==> config.mk <==
export PLATFORM = sky130hd
export DESIGN_NAME = usb_power_and_interrupt_ctl
export DESIGN_NICKNAME = d
export VERILOG_FILES = /design/src/core/sync_bit.v /design/src/core/usb_power_and_interrupt_ctl.v
export VERILOG_INCLUDE_DIRS = /design/src /design/src/core
export SDC_FILE = /design/constraint.sdc
export NUM_CORES = 1
export LEC_CHECK = 0
export BUFFER_PORTS_ARGS = -buffer_cell sky130_fd_sc_hd__buf_2
export CAP_MARGIN = 40
export CORE_ASPECT_RATIO = 0.7
export CORE_UTILIZATION = 50
export DETAILED_ROUTE_END_ITERATION = 7
export PLACE_DENSITY = 0.76
export SETUP_SLACK_MARGIN = 0.4
export SKIP_LAST_GASP = 1
export SLEW_MARGIN = 20
export SYNTH_ARGS = -nofsm -noshare
export SYNTH_HDL_FRONTEND = slang
export SYNTH_SLANG_ARGS = --single-unit
export TNS_END_PERCENT = 50
==> constraint.sdc <==
create_clock -name core_clk -period 2.8 [get_ports core_clk]
set_input_delay 0.42 -clock core_clk [delete_from_list [all_inputs] [get_ports core_clk]]
set_output_delay 0.42 -clock core_clk [all_outputs]
set_load 0.005 [all_outputs]
==> src/core/usb_power_map.vh <==
`ifndef USB_POWER_MAP_VH
`define USB_POWER_MAP_VH
// Register offsets (8-bit register space)
`define OFF_POWER       8'h01
`define OFF_IN_FLAGS    8'h02
`define OFF_OUT_FLAGS   8'h04
`define OFF_COMMON_FLAGS 8'h06
`define OFF_IN_ENABLE   8'h07
`define OFF_OUT_ENABLE  8'h09
`define OFF_COMMON_ENABLE 8'h0b
`define OFF_FRAME_LOW   8'h0c
`define OFF_FRAME_HIGH  8'h0d
`define OFF_EXT_INT_EN  8'h10
// Power control fields
`define PWR_ISO_UPDATE  7
`define PWR_INHIBIT     4
`define PWR_BUS_RESET   3
`define PWR_RESUME      2
`define PWR_SUSPEND     1
`define PWR_SUSP_EN     0
`define PWR_RESET_VAL   8'h10
`define PWR_RW_MASK     8'h95
// Flag and enable layout
`define FLAG_WIDTH      4
`define CMN_SUSPEND     0
`define CMN_RESUME      1
`define CMN_RESET       2
`define CMN_SOF         3
`define IN_EN_RESET     4'hf
`define OUT_EN_RESET    4'he
`define CMN_EN_RESET    4'he
`define CMN_EN_BUSRST   4'he
`define EXT_USB_EN_BIT  1
`endif

==> src/core/sync_bit.v <==
`default_nettype none
module sync_bit
(
	// Clock and reset
	input  wire core_clk,
	input  wire rst,
	// Data
	input  wire asyncIn,
	output wire syncOut
);
	reg stage1_reg;
	reg stage2_reg;

	always @(posedge core_clk or posedge rst)
	begin
		if (rst)
		begin
			stage1_reg <= 1'b0;
			stage2_reg <= 1'b0;
		end
		else
		begin
			stage1_reg <= asyncIn;
			stage2_reg <= stage1_reg;
		end
	end

	assign syncOut = stage2_reg;
endmodule
`default_nettype wire

==> src/core/usb_power_and_interrupt_ctl.v <==
`include "usb_power_map.vh"
`default_nettype none
module usb_power_and_interrupt_ctl
(
	// Clock and reset
	input  wire        core_clk,
	input  wire        rst,
	// Register port
	input  wire [7:0]  regAddr,
	input  wire [7:0]  regWrData,
	input  wire        regWrite,
	input  wire        regRead,
	output reg  [7:0]  regRdData,
	// Bus-side events from the link (other domain)
	input  wire        busResetSeen,
	input  wire        busSuspendSeen,
	input  wire        busResumeSeen,
	// Same-clock events from the packet engine
	input  wire        sofPulse,
	input  wire [10:0] sofFrameNumber,
	input  wire [3:0]  inEndpointEvent,
	input  wire [3:0]  outEndpointEvent,
	input  wire        isoInLoaded,
	input  wire        isoInToken,
	// Controls to the link
	output wire        controllerEnable,
	output wire        resumeDrive,
	output wire        controllerReset,
	output reg         isoSendPacket,
	output reg         isoSendZeroLength,
	// Interrupt
	output wire        usbIrq
);
	wire       busResetSync;
	wire       suspendSync;
	wire       resumeSync;
	reg        suspendPrev_reg;
	reg        resumePrev_reg;
	reg        busResetPrev_reg;
	reg        forceReset_reg;
	reg        isoUpdate_reg;
	reg        inhibit_reg;
	reg        resume_reg;
	reg        suspendMode_reg;
	reg        suspEn_reg;
	reg [10:0] frame_reg;
	reg [3:0]  inFlags_reg;
	reg [3:0]  outFlags_reg;
	reg [3:0]  cmnFlags_reg;
	reg [3:0]  inEn_reg;
	reg [3:0]  outEn_reg;
	reg [3:0]  cmnEn_reg;
	reg [7:0]  extEn_reg;
	reg        isoPending_reg;
	reg        isoArmed_reg;
	wire       ctlRst;
	wire       suspendRise;
	wire       resumeRise;
	wire       busResetRise;
	wire       wrPower;
	wire       rdIn;
	wire       rdOut;
	wire       rdCmn;
	wire [7:0] powerView;

	sync_bit syncReset
	(
		.core_clk (core_clk),
		.rst      (rst),
		.asyncIn  (busResetSeen),
		.syncOut  (busResetSync)
	);
	sync_bit syncSuspend
	(
		.core_clk (core_clk),
		.rst      (rst),
		.asyncIn  (busSuspendSeen),
		.syncOut  (suspendSync)
	);
	sync_bit syncResume
	(
		.core_clk (core_clk),
		.rst      (rst),
		.asyncIn  (busResumeSeen),
		.syncOut  (resumeSync)
	);

	// Forced controller reset, one cycle wide, asynchronous to the USB registers
	assign ctlRst          = rst | forceReset_reg;
	assign controllerReset = forceReset_reg;
	assign wrPower         = regWrite && (regAddr == `OFF_POWER);
	assign rdIn            = regRead && (regAddr == `OFF_IN_FLAGS);
	assign rdOut           = regRead && (regAddr == `OFF_OUT_FLAGS);
	assign rdCmn           = regRead && (regAddr == `OFF_COMMON_FLAGS);
	assign suspendRise     = suspendSync & ~suspendPrev_reg;
	assign resumeRise      = resumeSync & ~resumePrev_reg;
	assign busResetRise    = busResetSync & ~busResetPrev_reg;
	assign controllerEnable = ~inhibit_reg;
	assign resumeDrive     = resume_reg;
	assign powerView = {isoUpdate_reg, 2'b00, inhibit_reg, busResetSync, resume_reg,
		suspendMode_reg, suspEn_reg};

	always @(posedge core_clk or posedge rst)
	begin
		if (rst)
		begin
			forceReset_reg   <= 1'b0;
			extEn_reg        <= 8'h00;
			suspendPrev_reg  <= 1'b0;
			resumePrev_reg   <= 1'b0;
			busResetPrev_reg <= 1'b0;
		end
		else
		begin
			forceReset_reg   <= wrPower && regWrData[`PWR_BUS_RESET];
			if (regWrite && (regAddr == `OFF_EXT_INT_EN))
				extEn_reg <= regWrData;
			suspendPrev_reg  <= suspendSync;
			resumePrev_reg   <= resumeSync;
			busResetPrev_reg <= busResetSync;
		end
	end

	always @(posedge core_clk or posedge ctlRst)
	begin
		if (ctlRst)
		begin
			isoUpdate_reg   <= 1'b0;
			inhibit_reg     <= 1'b1;
			resume_reg      <= 1'b0;
			suspendMode_reg <= 1'b0;
			suspEn_reg      <= 1'b0;
			frame_reg       <= 11'h000;
			inFlags_reg     <= 4'h0;
			outFlags_reg    <= 4'h0;
			cmnFlags_reg    <= 4'h0;
			inEn_reg        <= `IN_EN_RESET;
			outEn_reg       <= `OUT_EN_RESET;
			cmnEn_reg       <= `CMN_EN_RESET;
			isoPending_reg  <= 1'b0;
			isoArmed_reg    <= 1'b0;
		end
		else
		begin
			if (wrPower)
			begin
				isoUpdate_reg <= regWrData[`PWR_ISO_UPDATE];
				suspEn_reg    <= regWrData[`PWR_SUSP_EN];
				resume_reg    <= regWrData[`PWR_RESUME];
				if (!regWrData[`PWR_INHIBIT])
					inhibit_reg <= 1'b0;
			end
			// Suspend entry and exit
			if (suspendRise && suspEn_reg)
				suspendMode_reg <= 1'b1;
			else if (resumeRise || busResetRise || (wrPower && resume_reg && !regWrData[`PWR_RESUME]))
				suspendMode_reg <= 1'b0;
			if (sofPulse)
				frame_reg <= sofFrameNumber;
			if (regWrite && (regAddr == `OFF_IN_ENABLE))
				inEn_reg <= regWrData[3:0];
			if (regWrite && (regAddr == `OFF_OUT_ENABLE))
				outEn_reg <= regWrData[3:0];
			if (regWrite && (regAddr == `OFF_COMMON_ENABLE))
				cmnEn_reg <= regWrData[3:0];
			// Read clears, new event wins; no write touches flags except a POWER write whose forced reset clears them
			inFlags_reg  <= (rdIn ? 4'h0 : inFlags_reg) | inEndpointEvent;
			outFlags_reg <= (rdOut ? 4'h0 : outFlags_reg) | outEndpointEvent;
			cmnFlags_reg <= (rdCmn ? 4'h0 : cmnFlags_reg) |
				{sofPulse, busResetRise, resumeRise, suspendRise && suspEn_reg};
			// Bus reset restores the interrupt enables to their reset values, OUT endpoint 0 and suspend excluded
			if (busResetRise)
			begin
				inEn_reg  <= `IN_EN_RESET;
				outEn_reg <= `OUT_EN_RESET;
				cmnEn_reg <= `CMN_EN_BUSRST;
			end
			// ISO hold until next SOF
			if (isoInLoaded)
			begin
				isoPending_reg <= 1'b1;
				isoArmed_reg   <= ~isoUpdate_reg;
			end
			else if (sofPulse && isoPending_reg)
				isoArmed_reg <= 1'b1;
			if (isoInToken && isoArmed_reg && !isoInLoaded)
			begin
				isoPending_reg <= 1'b0;
				isoArmed_reg   <= 1'b0;
			end
		end
	end

	always @(posedge core_clk or posedge ctlRst)
	begin
		if (ctlRst)
		begin
			isoSendPacket     <= 1'b0;
			isoSendZeroLength <= 1'b0;
		end
		else
		begin
			isoSendPacket     <= isoInToken && isoArmed_reg;
			isoSendZeroLength <= isoInToken && !isoArmed_reg;
		end
	end

	// Flagged and enabled, then system enable
	assign usbIrq = extEn_reg[`EXT_USB_EN_BIT] &&
		(|(inFlags_reg & inEn_reg) || |(outFlags_reg & outEn_reg) || |(cmnFlags_reg & cmnEn_reg));

	always @(posedge core_clk or posedge rst)
	begin
		if (rst)
			regRdData <= 8'h00;
		else if (!regRead)
			regRdData <= 8'h00;
		else if (regAddr == `OFF_POWER)
			regRdData <= powerView;
		else if (regAddr == `OFF_IN_FLAGS)
			regRdData <= {4'h0, inFlags_reg};
		else if (regAddr == `OFF_OUT_FLAGS)
			regRdData <= {4'h0, outFlags_reg};
		else if (regAddr == `OFF_COMMON_FLAGS)
			regRdData <= {4'h0, cmnFlags_reg};
		else if (regAddr == `OFF_IN_ENABLE)
			regRdData <= {4'h0, inEn_reg};
		else if (regAddr == `OFF_OUT_ENABLE)
			regRdData <= {4'h0, outEn_reg};
		else if (regAddr == `OFF_COMMON_ENABLE)
			regRdData <= {4'h0, cmnEn_reg};
		else if (regAddr == `OFF_FRAME_LOW)
			regRdData <= frame_reg[7:0];
		else if (regAddr == `OFF_FRAME_HIGH)
			regRdData <= {5'h00, frame_reg[10:8]};
		else if (regAddr == `OFF_EXT_INT_EN)
			regRdData <= extEn_reg;
		else
			regRdData <= 8'h00;
	end
endmodule
`default_nettype wire

# Word level (Yosys, flattened, before mapping)
# Index checks and enable logic that the tools add are counted.
# W data, S select, Z words.
dict set report totals {
  word_cells 115
  regBits 70
  inputBits 45
  out_inout_bits 14
}
dict set report op_classes {
  n_mux 27
  reduce_logical 34
  n_eq_ne 10
  bitwise 16
}
# operator n
set ops {}
lappend ops {{$mux W8} 11}
lappend ops {{$mux W4} 9}
lappend ops {{$eq A8 B4 Y1 const B} 4}
lappend ops {{$eq A8 B3 Y1 const B} 3}
lappend ops {{$logic_and A1 B1 Y1} 17}
lappend ops {{$and A4 B4 Y4} 3}
lappend ops {{$or A4 B4 Y4} 3}
lappend ops {{$reduce_or A4 Y1} 3}
lappend ops {{$reduce_bool A2 Y1} 5}
lappend ops {{$eq A8 B1 Y1 const B} 1}
lappend ops {{$eq A8 B2 Y1 const B} 1}
lappend ops {{$eq A8 B5 Y1 const B} 1}
lappend ops {{$mux W1} 7}
lappend ops {{$not A1 Y1} 6}
lappend ops {{$logic_or A1 B1 Y1} 4}
lappend ops {{$and A1 B1 Y1} 3}
lappend ops {{$logic_not A1 Y1} 3}
lappend ops {{$reduce_bool A3 Y1} 1}
lappend ops {{$reduce_and A2 Y1} 1}
lappend ops {{$or A1 B1 Y1} 1}

# Logic depth before layout (Yosys ltp)
dict set report logic_depth {
  ltp_word 12
  mapped_depth 7
}

# Modules after synthesis
# Synthesis repeated with hierarchy kept, for this count alone.
dict set report unflattened {
  cells_unflattened 292
  hier_area_um2 3235.6
}
# module area_each_um2 instances seq_area_each_um2 cells_per_inst
set modules_own_cells {}
lappend modules_own_cells {usb_power_and_interrupt_ctl 3074.2 1 1615.3 283}
lappend modules_own_cells {sync_bit 53.8 3 50.0 3}

# Least setup slack after synthesis
# Ideal clock, no wire load.
dict set report synth_path {
  path_kind {in2reg}
  start {input port regAddr[5]}
  end {register isoUpdate_reg}
  slack_ns 0.851
  arrival_ns 1.824
  setup_ns 0.125
  required_time_ns 2.675
  stages 5
  path_buffers 1
  cell_sequence {or4_1 -> buf_2 -> nor4b_4 -> nand2_2 -> mux2_4}
}
dict set report synth_between {
  elab_chain_cells 2
}
# element line_no
set synth_lines {}
lappend synth_lines {{from (decl)} usb_power_and_interrupt_ctl.v:9} ;# input wire [7:0] regAddr,
lappend synth_lines {{$eq A8 B1 Y1 (no line)} n/a}
lappend synth_lines {{$logic_and A1 B1 Y1} usb_power_and_interrupt_ctl.v:91} ;# assign wrPower = regWrite && (regAddr == `OFF_POWER);
lappend synth_lines {{to (signal assigned)} usb_power_and_interrupt_ctl.v:147} ;# isoUpdate_reg <= regWrData[`PWR_ISO_UPDATE];
lappend synth_lines {{to (decl)} usb_power_and_interrupt_ctl.v:41} ;# reg isoUpdate_reg;
# Every way passes these cells.
# A chain may end at the register's enable or synchronous reset.

# Worst setup path in the final report
dict set report layout_path {
  start {register cmnEn_reg[0]}
  end {output port usbIrq}
}
dict set report layout_between {
  elab_chain_cells 4
}
# element line_no
set layout_lines {}
lappend layout_lines {{from (decl)} usb_power_and_interrupt_ctl.v:52} ;# reg [3:0] cmnEn_reg;
lappend layout_lines {{from (signal assigned)} usb_power_and_interrupt_ctl.v:139} ;# cmnEn_reg <= `CMN_EN_RESET;
lappend layout_lines {{from (signal assigned)} usb_power_and_interrupt_ctl.v:165} ;# cmnEn_reg <= regWrData[3:0];
lappend layout_lines {{from (signal assigned)} usb_power_and_interrupt_ctl.v:176} ;# cmnEn_reg <= `CMN_EN_BUSRST;
lappend layout_lines {{$and A4 B4 Y4} usb_power_and_interrupt_ctl.v:210} ;# (|(inFlags_reg & inEn_reg) || |(outFlags_reg & outEn_reg) || |(cmnFlags_reg & cmnEn_reg));
lappend layout_lines {{$reduce_or A4 Y1} usb_power_and_interrupt_ctl.v:210}
lappend layout_lines {{$logic_or A1 B1 Y1} usb_power_and_interrupt_ctl.v:210}
lappend layout_lines {{$logic_and A1 B1 Y1} usb_power_and_interrupt_ctl.v:209} ;# assign usbIrq = extEn_reg[`EXT_USB_EN_BIT] &&
lappend layout_lines {{to (decl)} usb_power_and_interrupt_ctl.v:32} ;# output wire usbIrq
# Every way passes these cells.

==> load_flow_metrics.sql <==
INSERT INTO impl_metrics (metric_group, metric, value, unit) VALUES
('status', 'status', 'complete, no violations', ''),
('timing', 'min_period_over_period', '71.9', '%'),
('yosys', 'synth_top_cells_by_area', 'dfrtp_1 45%, dfstp_2 8.8%, mux2_2 6.9%', ''),
('routing', 'drtPass1Iterations', '6', ''),
('worst_setup_path', 'crit_path_max_delay_cell_type', 'dfrtp_1', ''),
('clocking', 'tritoncts', 'yes', ''),
('yosys', 'synth.yosys.seq_area_share', '54.0', '%'),
('worst_setup_path', 'timing.reg2reg.worst_path_depth', '5', ''),
('routing', 'wl_met1', '3900', 'um'),
('worst_setup_path', 'worst_r2r_endpoint', 'regRdData[2]', ''),
('timing', 'finalHoldViolCount', '0', ''),
('placement', 'routabilityCongestion', '0.945', ''),
('floorplanning', 'floorplan.rows', '24', ''),
('clocking', 'clock_insertion_delay_worst_skew', '0.35', 'ns'),
('timing', 'worst_pin_slew', '0.569', 'ns'),
('final_layout', 'drive_above_1_share', '33.8', '%'),
('yosys', 'syn_area', '3270', 'um^2'),
('timing', 'setup_total_negative_slack', '0', 'ns'),
('worst_setup_path', 'cp-start-kind', 'flop', ''),
('clocking', 'tritoncts.num_buffers', '9', ''),
('yosys', 'asyncSetResetFlopFracSynth', '100', '%'),
('yosys', 'avgSynthCellArea', '11.1', 'um^2'),
('clocking', 'clkSinkCount', '70', ''),
('global_route', 'grt_first_pass_wirelength', '13100', 'um'),
('clocking', 'clk_pin_slew_worst_paths', '0.08', 'ns'),
('floorplanning', 'core_region_area', '6280', 'um^2'),
('final_layout', 'final_core_utilization', '61.6', '%'),
('floorplanning', 'design.die.area', '6870', 'um^2'),
('global_route', 'grt_antenna_before_repair', '0', ''),
('worst_setup_path', 'crit_type', 'flop to primary output', ''),
('yosys', 'number_of_enable_type_register_cells_in_the_synthesized_netlist', '0', ''),
('final_layout', 'n_fill_cell', '507', ''),
('worst_setup_path', 'timing.critical_path.fanout_max', '3', ''),
('yosys', 'post_synth_inst_count', '294', ''),
('yosys', 'synth.cells.most_frequent', '59 x dfrtp_1, 25 x nand2_1, 20 x mux2_2', ''),
('yosys', 'synth-main-ff-cell', 'dfrtp_1', ''),
('worst_setup_path', 'cp.buffers_inverters', '1', ''),
('yosys', 'yosysTopAreaCellShare', '45.2', '%'),
('worst_setup_path', 'arrival', '1.59', 'ns'),
('timing', 'maxClockFrequency', '0.497', 'GHz'),
('final_layout', 'nNetsFinal', '395', ''),
('global_route', 'grt_start_max_net_pins', '45', ''),
('timing', 'clock_skew', '0.0129', 'ns'),
('final_layout', 'flow.area_growth_from_synthesis', '18.3', '%'),
('floorplanning', 'io_pins', '59', ''),
('yosys', 'yosysUniqueCellTypes', '49', ''),
('worst_setup_path', 'critPathRequiredTime', '2.38', 'ns'),
('worst_setup_path', 'setup.reg_to_reg.worst_slack', '1.38', 'ns'),
('timing', 'finalSetupViolations', '0', ''),
('yosys', 'synth_seq_cells', '70', ''),
('routing', 'drc_errors', '0', ''),
('clocking', 'cts.repair.resized', '0', ''),
('placement', 'dp_hpwl', '6170', 'um'),
('routing', 'mean_routed_wirelength_per_cell', '19.4', 'um'),
('floorplanning', 'die_width', '98.6', 'um'),
('job', 'max_cap_violations', '0', ''),
('power_and_ir_drop', 'post-layout-total-power', '2.20', 'mW'),
('routing', 'met3WireLength', '759', 'um'),
('routing', 'highest_layer', 'met4', ''),
('power_and_ir_drop', 'powerDensity', '568', 'nW/um^2'),
('routing', 'num_vias', '2678', ''),
('worst_setup_path', 'worst_r2r_startpoint', 'cmnFlags_reg[2]', ''),
('yosys', 'synth_area_leader_cell', 'dfrtp_1', ''),
('timing', 'report.final.slew_viol_count', '0', ''),
('power_and_ir_drop', 'power_leakage', '1.75', 'nW'),
('floorplanning', 'start_util', '52.1', '%'),
('final_layout', 'finish.cell_count_without_fillers', '433', ''),
('timing', 'worst_relative_slew_slack', '62.0', '%'),
('worst_hold_path', 'hold_path_class', 'input pin to async pin', ''),
('final_layout', 'num_antenna_cells', '0', ''),
('routing', 'final_wl', '8410', 'um');
## routing by layer
| metal | vias to the layer above | global-route usage, % |
|---|---|---|
| li1 | 1187 | - |
| met5 | - | 0 |
| met3 | 24 | 6.55 |
| met1 | 1319 | 39.7 |
| met2 | 148 | 36.3 |
| met4 | 0 | 8.29 |
## placed cells by master (no fill, tap or decap), types with 4 or more instances in the layout
cell and count:
mux2_2 20, a22oi_1 4, o21ai_0 12, a21oi_1 13, dfstp_2 11, inv_1 7
nand2_1 25, and3_1 4, nor2_1 11, a21o_1 11, buf_4 4, dfrtp_1 59
nand3_1 11, mux2i_1 16, clkbuf_8 9, buf_2 58, nor2b_1 10, nand2b_1 6
a31oi_1 6
## power by group
part	total (mW)	switching, mW	internal, mW
Combinational	0.193	0.112	0.0813
Sequential	1.07	0.0248	1.05
Clock	0.930	0.415	0.515
Total	2.20	0.552	1.65
## metrics by stage
step	cell area [um^2]	setup slack [ns]
after detailed placement	3640	0.495
after global placement	3620	0.544
after CTS	3870	0.796
after global routing	3870	0.724
final	3870	0.788
after floorplan	3270	0.851
## area by class of cell
cell class | instances | area, um^2 | share of cell area [%]
sequential | 70 | 1770 | 45.6
clock buffer | 9 | 124 | 3.20
tap | 78 | 97.6 | 2.52
inverter | 7 | 26.3 | 0.679
multi-input combinational | 199 | 1410 | 36.6
clock inverter | 7 | 105 | 2.72
timing repair buffer | 63 | 335 | 8.67
## how the worst max path moves through the flow
stage                    startpoint  cells past startpoint       endpoint
floorplan                regAddr[5]                      5  isoUpdate_reg
global placement         regAddr[5]                      5  isoUpdate_reg
detailed placement       regAddr[5]                      6    inEn_reg[3]
CTS                 cmnFlags_reg[0]                      4         usbIrq
global route             regAddr[5]                      6    inEn_reg[3]
finish                 cmnEn_reg[0]                      4         usbIrq
## cell families after synthesis
family	synth area share, %
multiplexers	13.2
AND/OR/NAND/NOR	15.7
flip-flops	54.0
AO/OA/AOI/OAI	14.2
buffers and inverters	2.95
(Power assumes the default switching activity.)
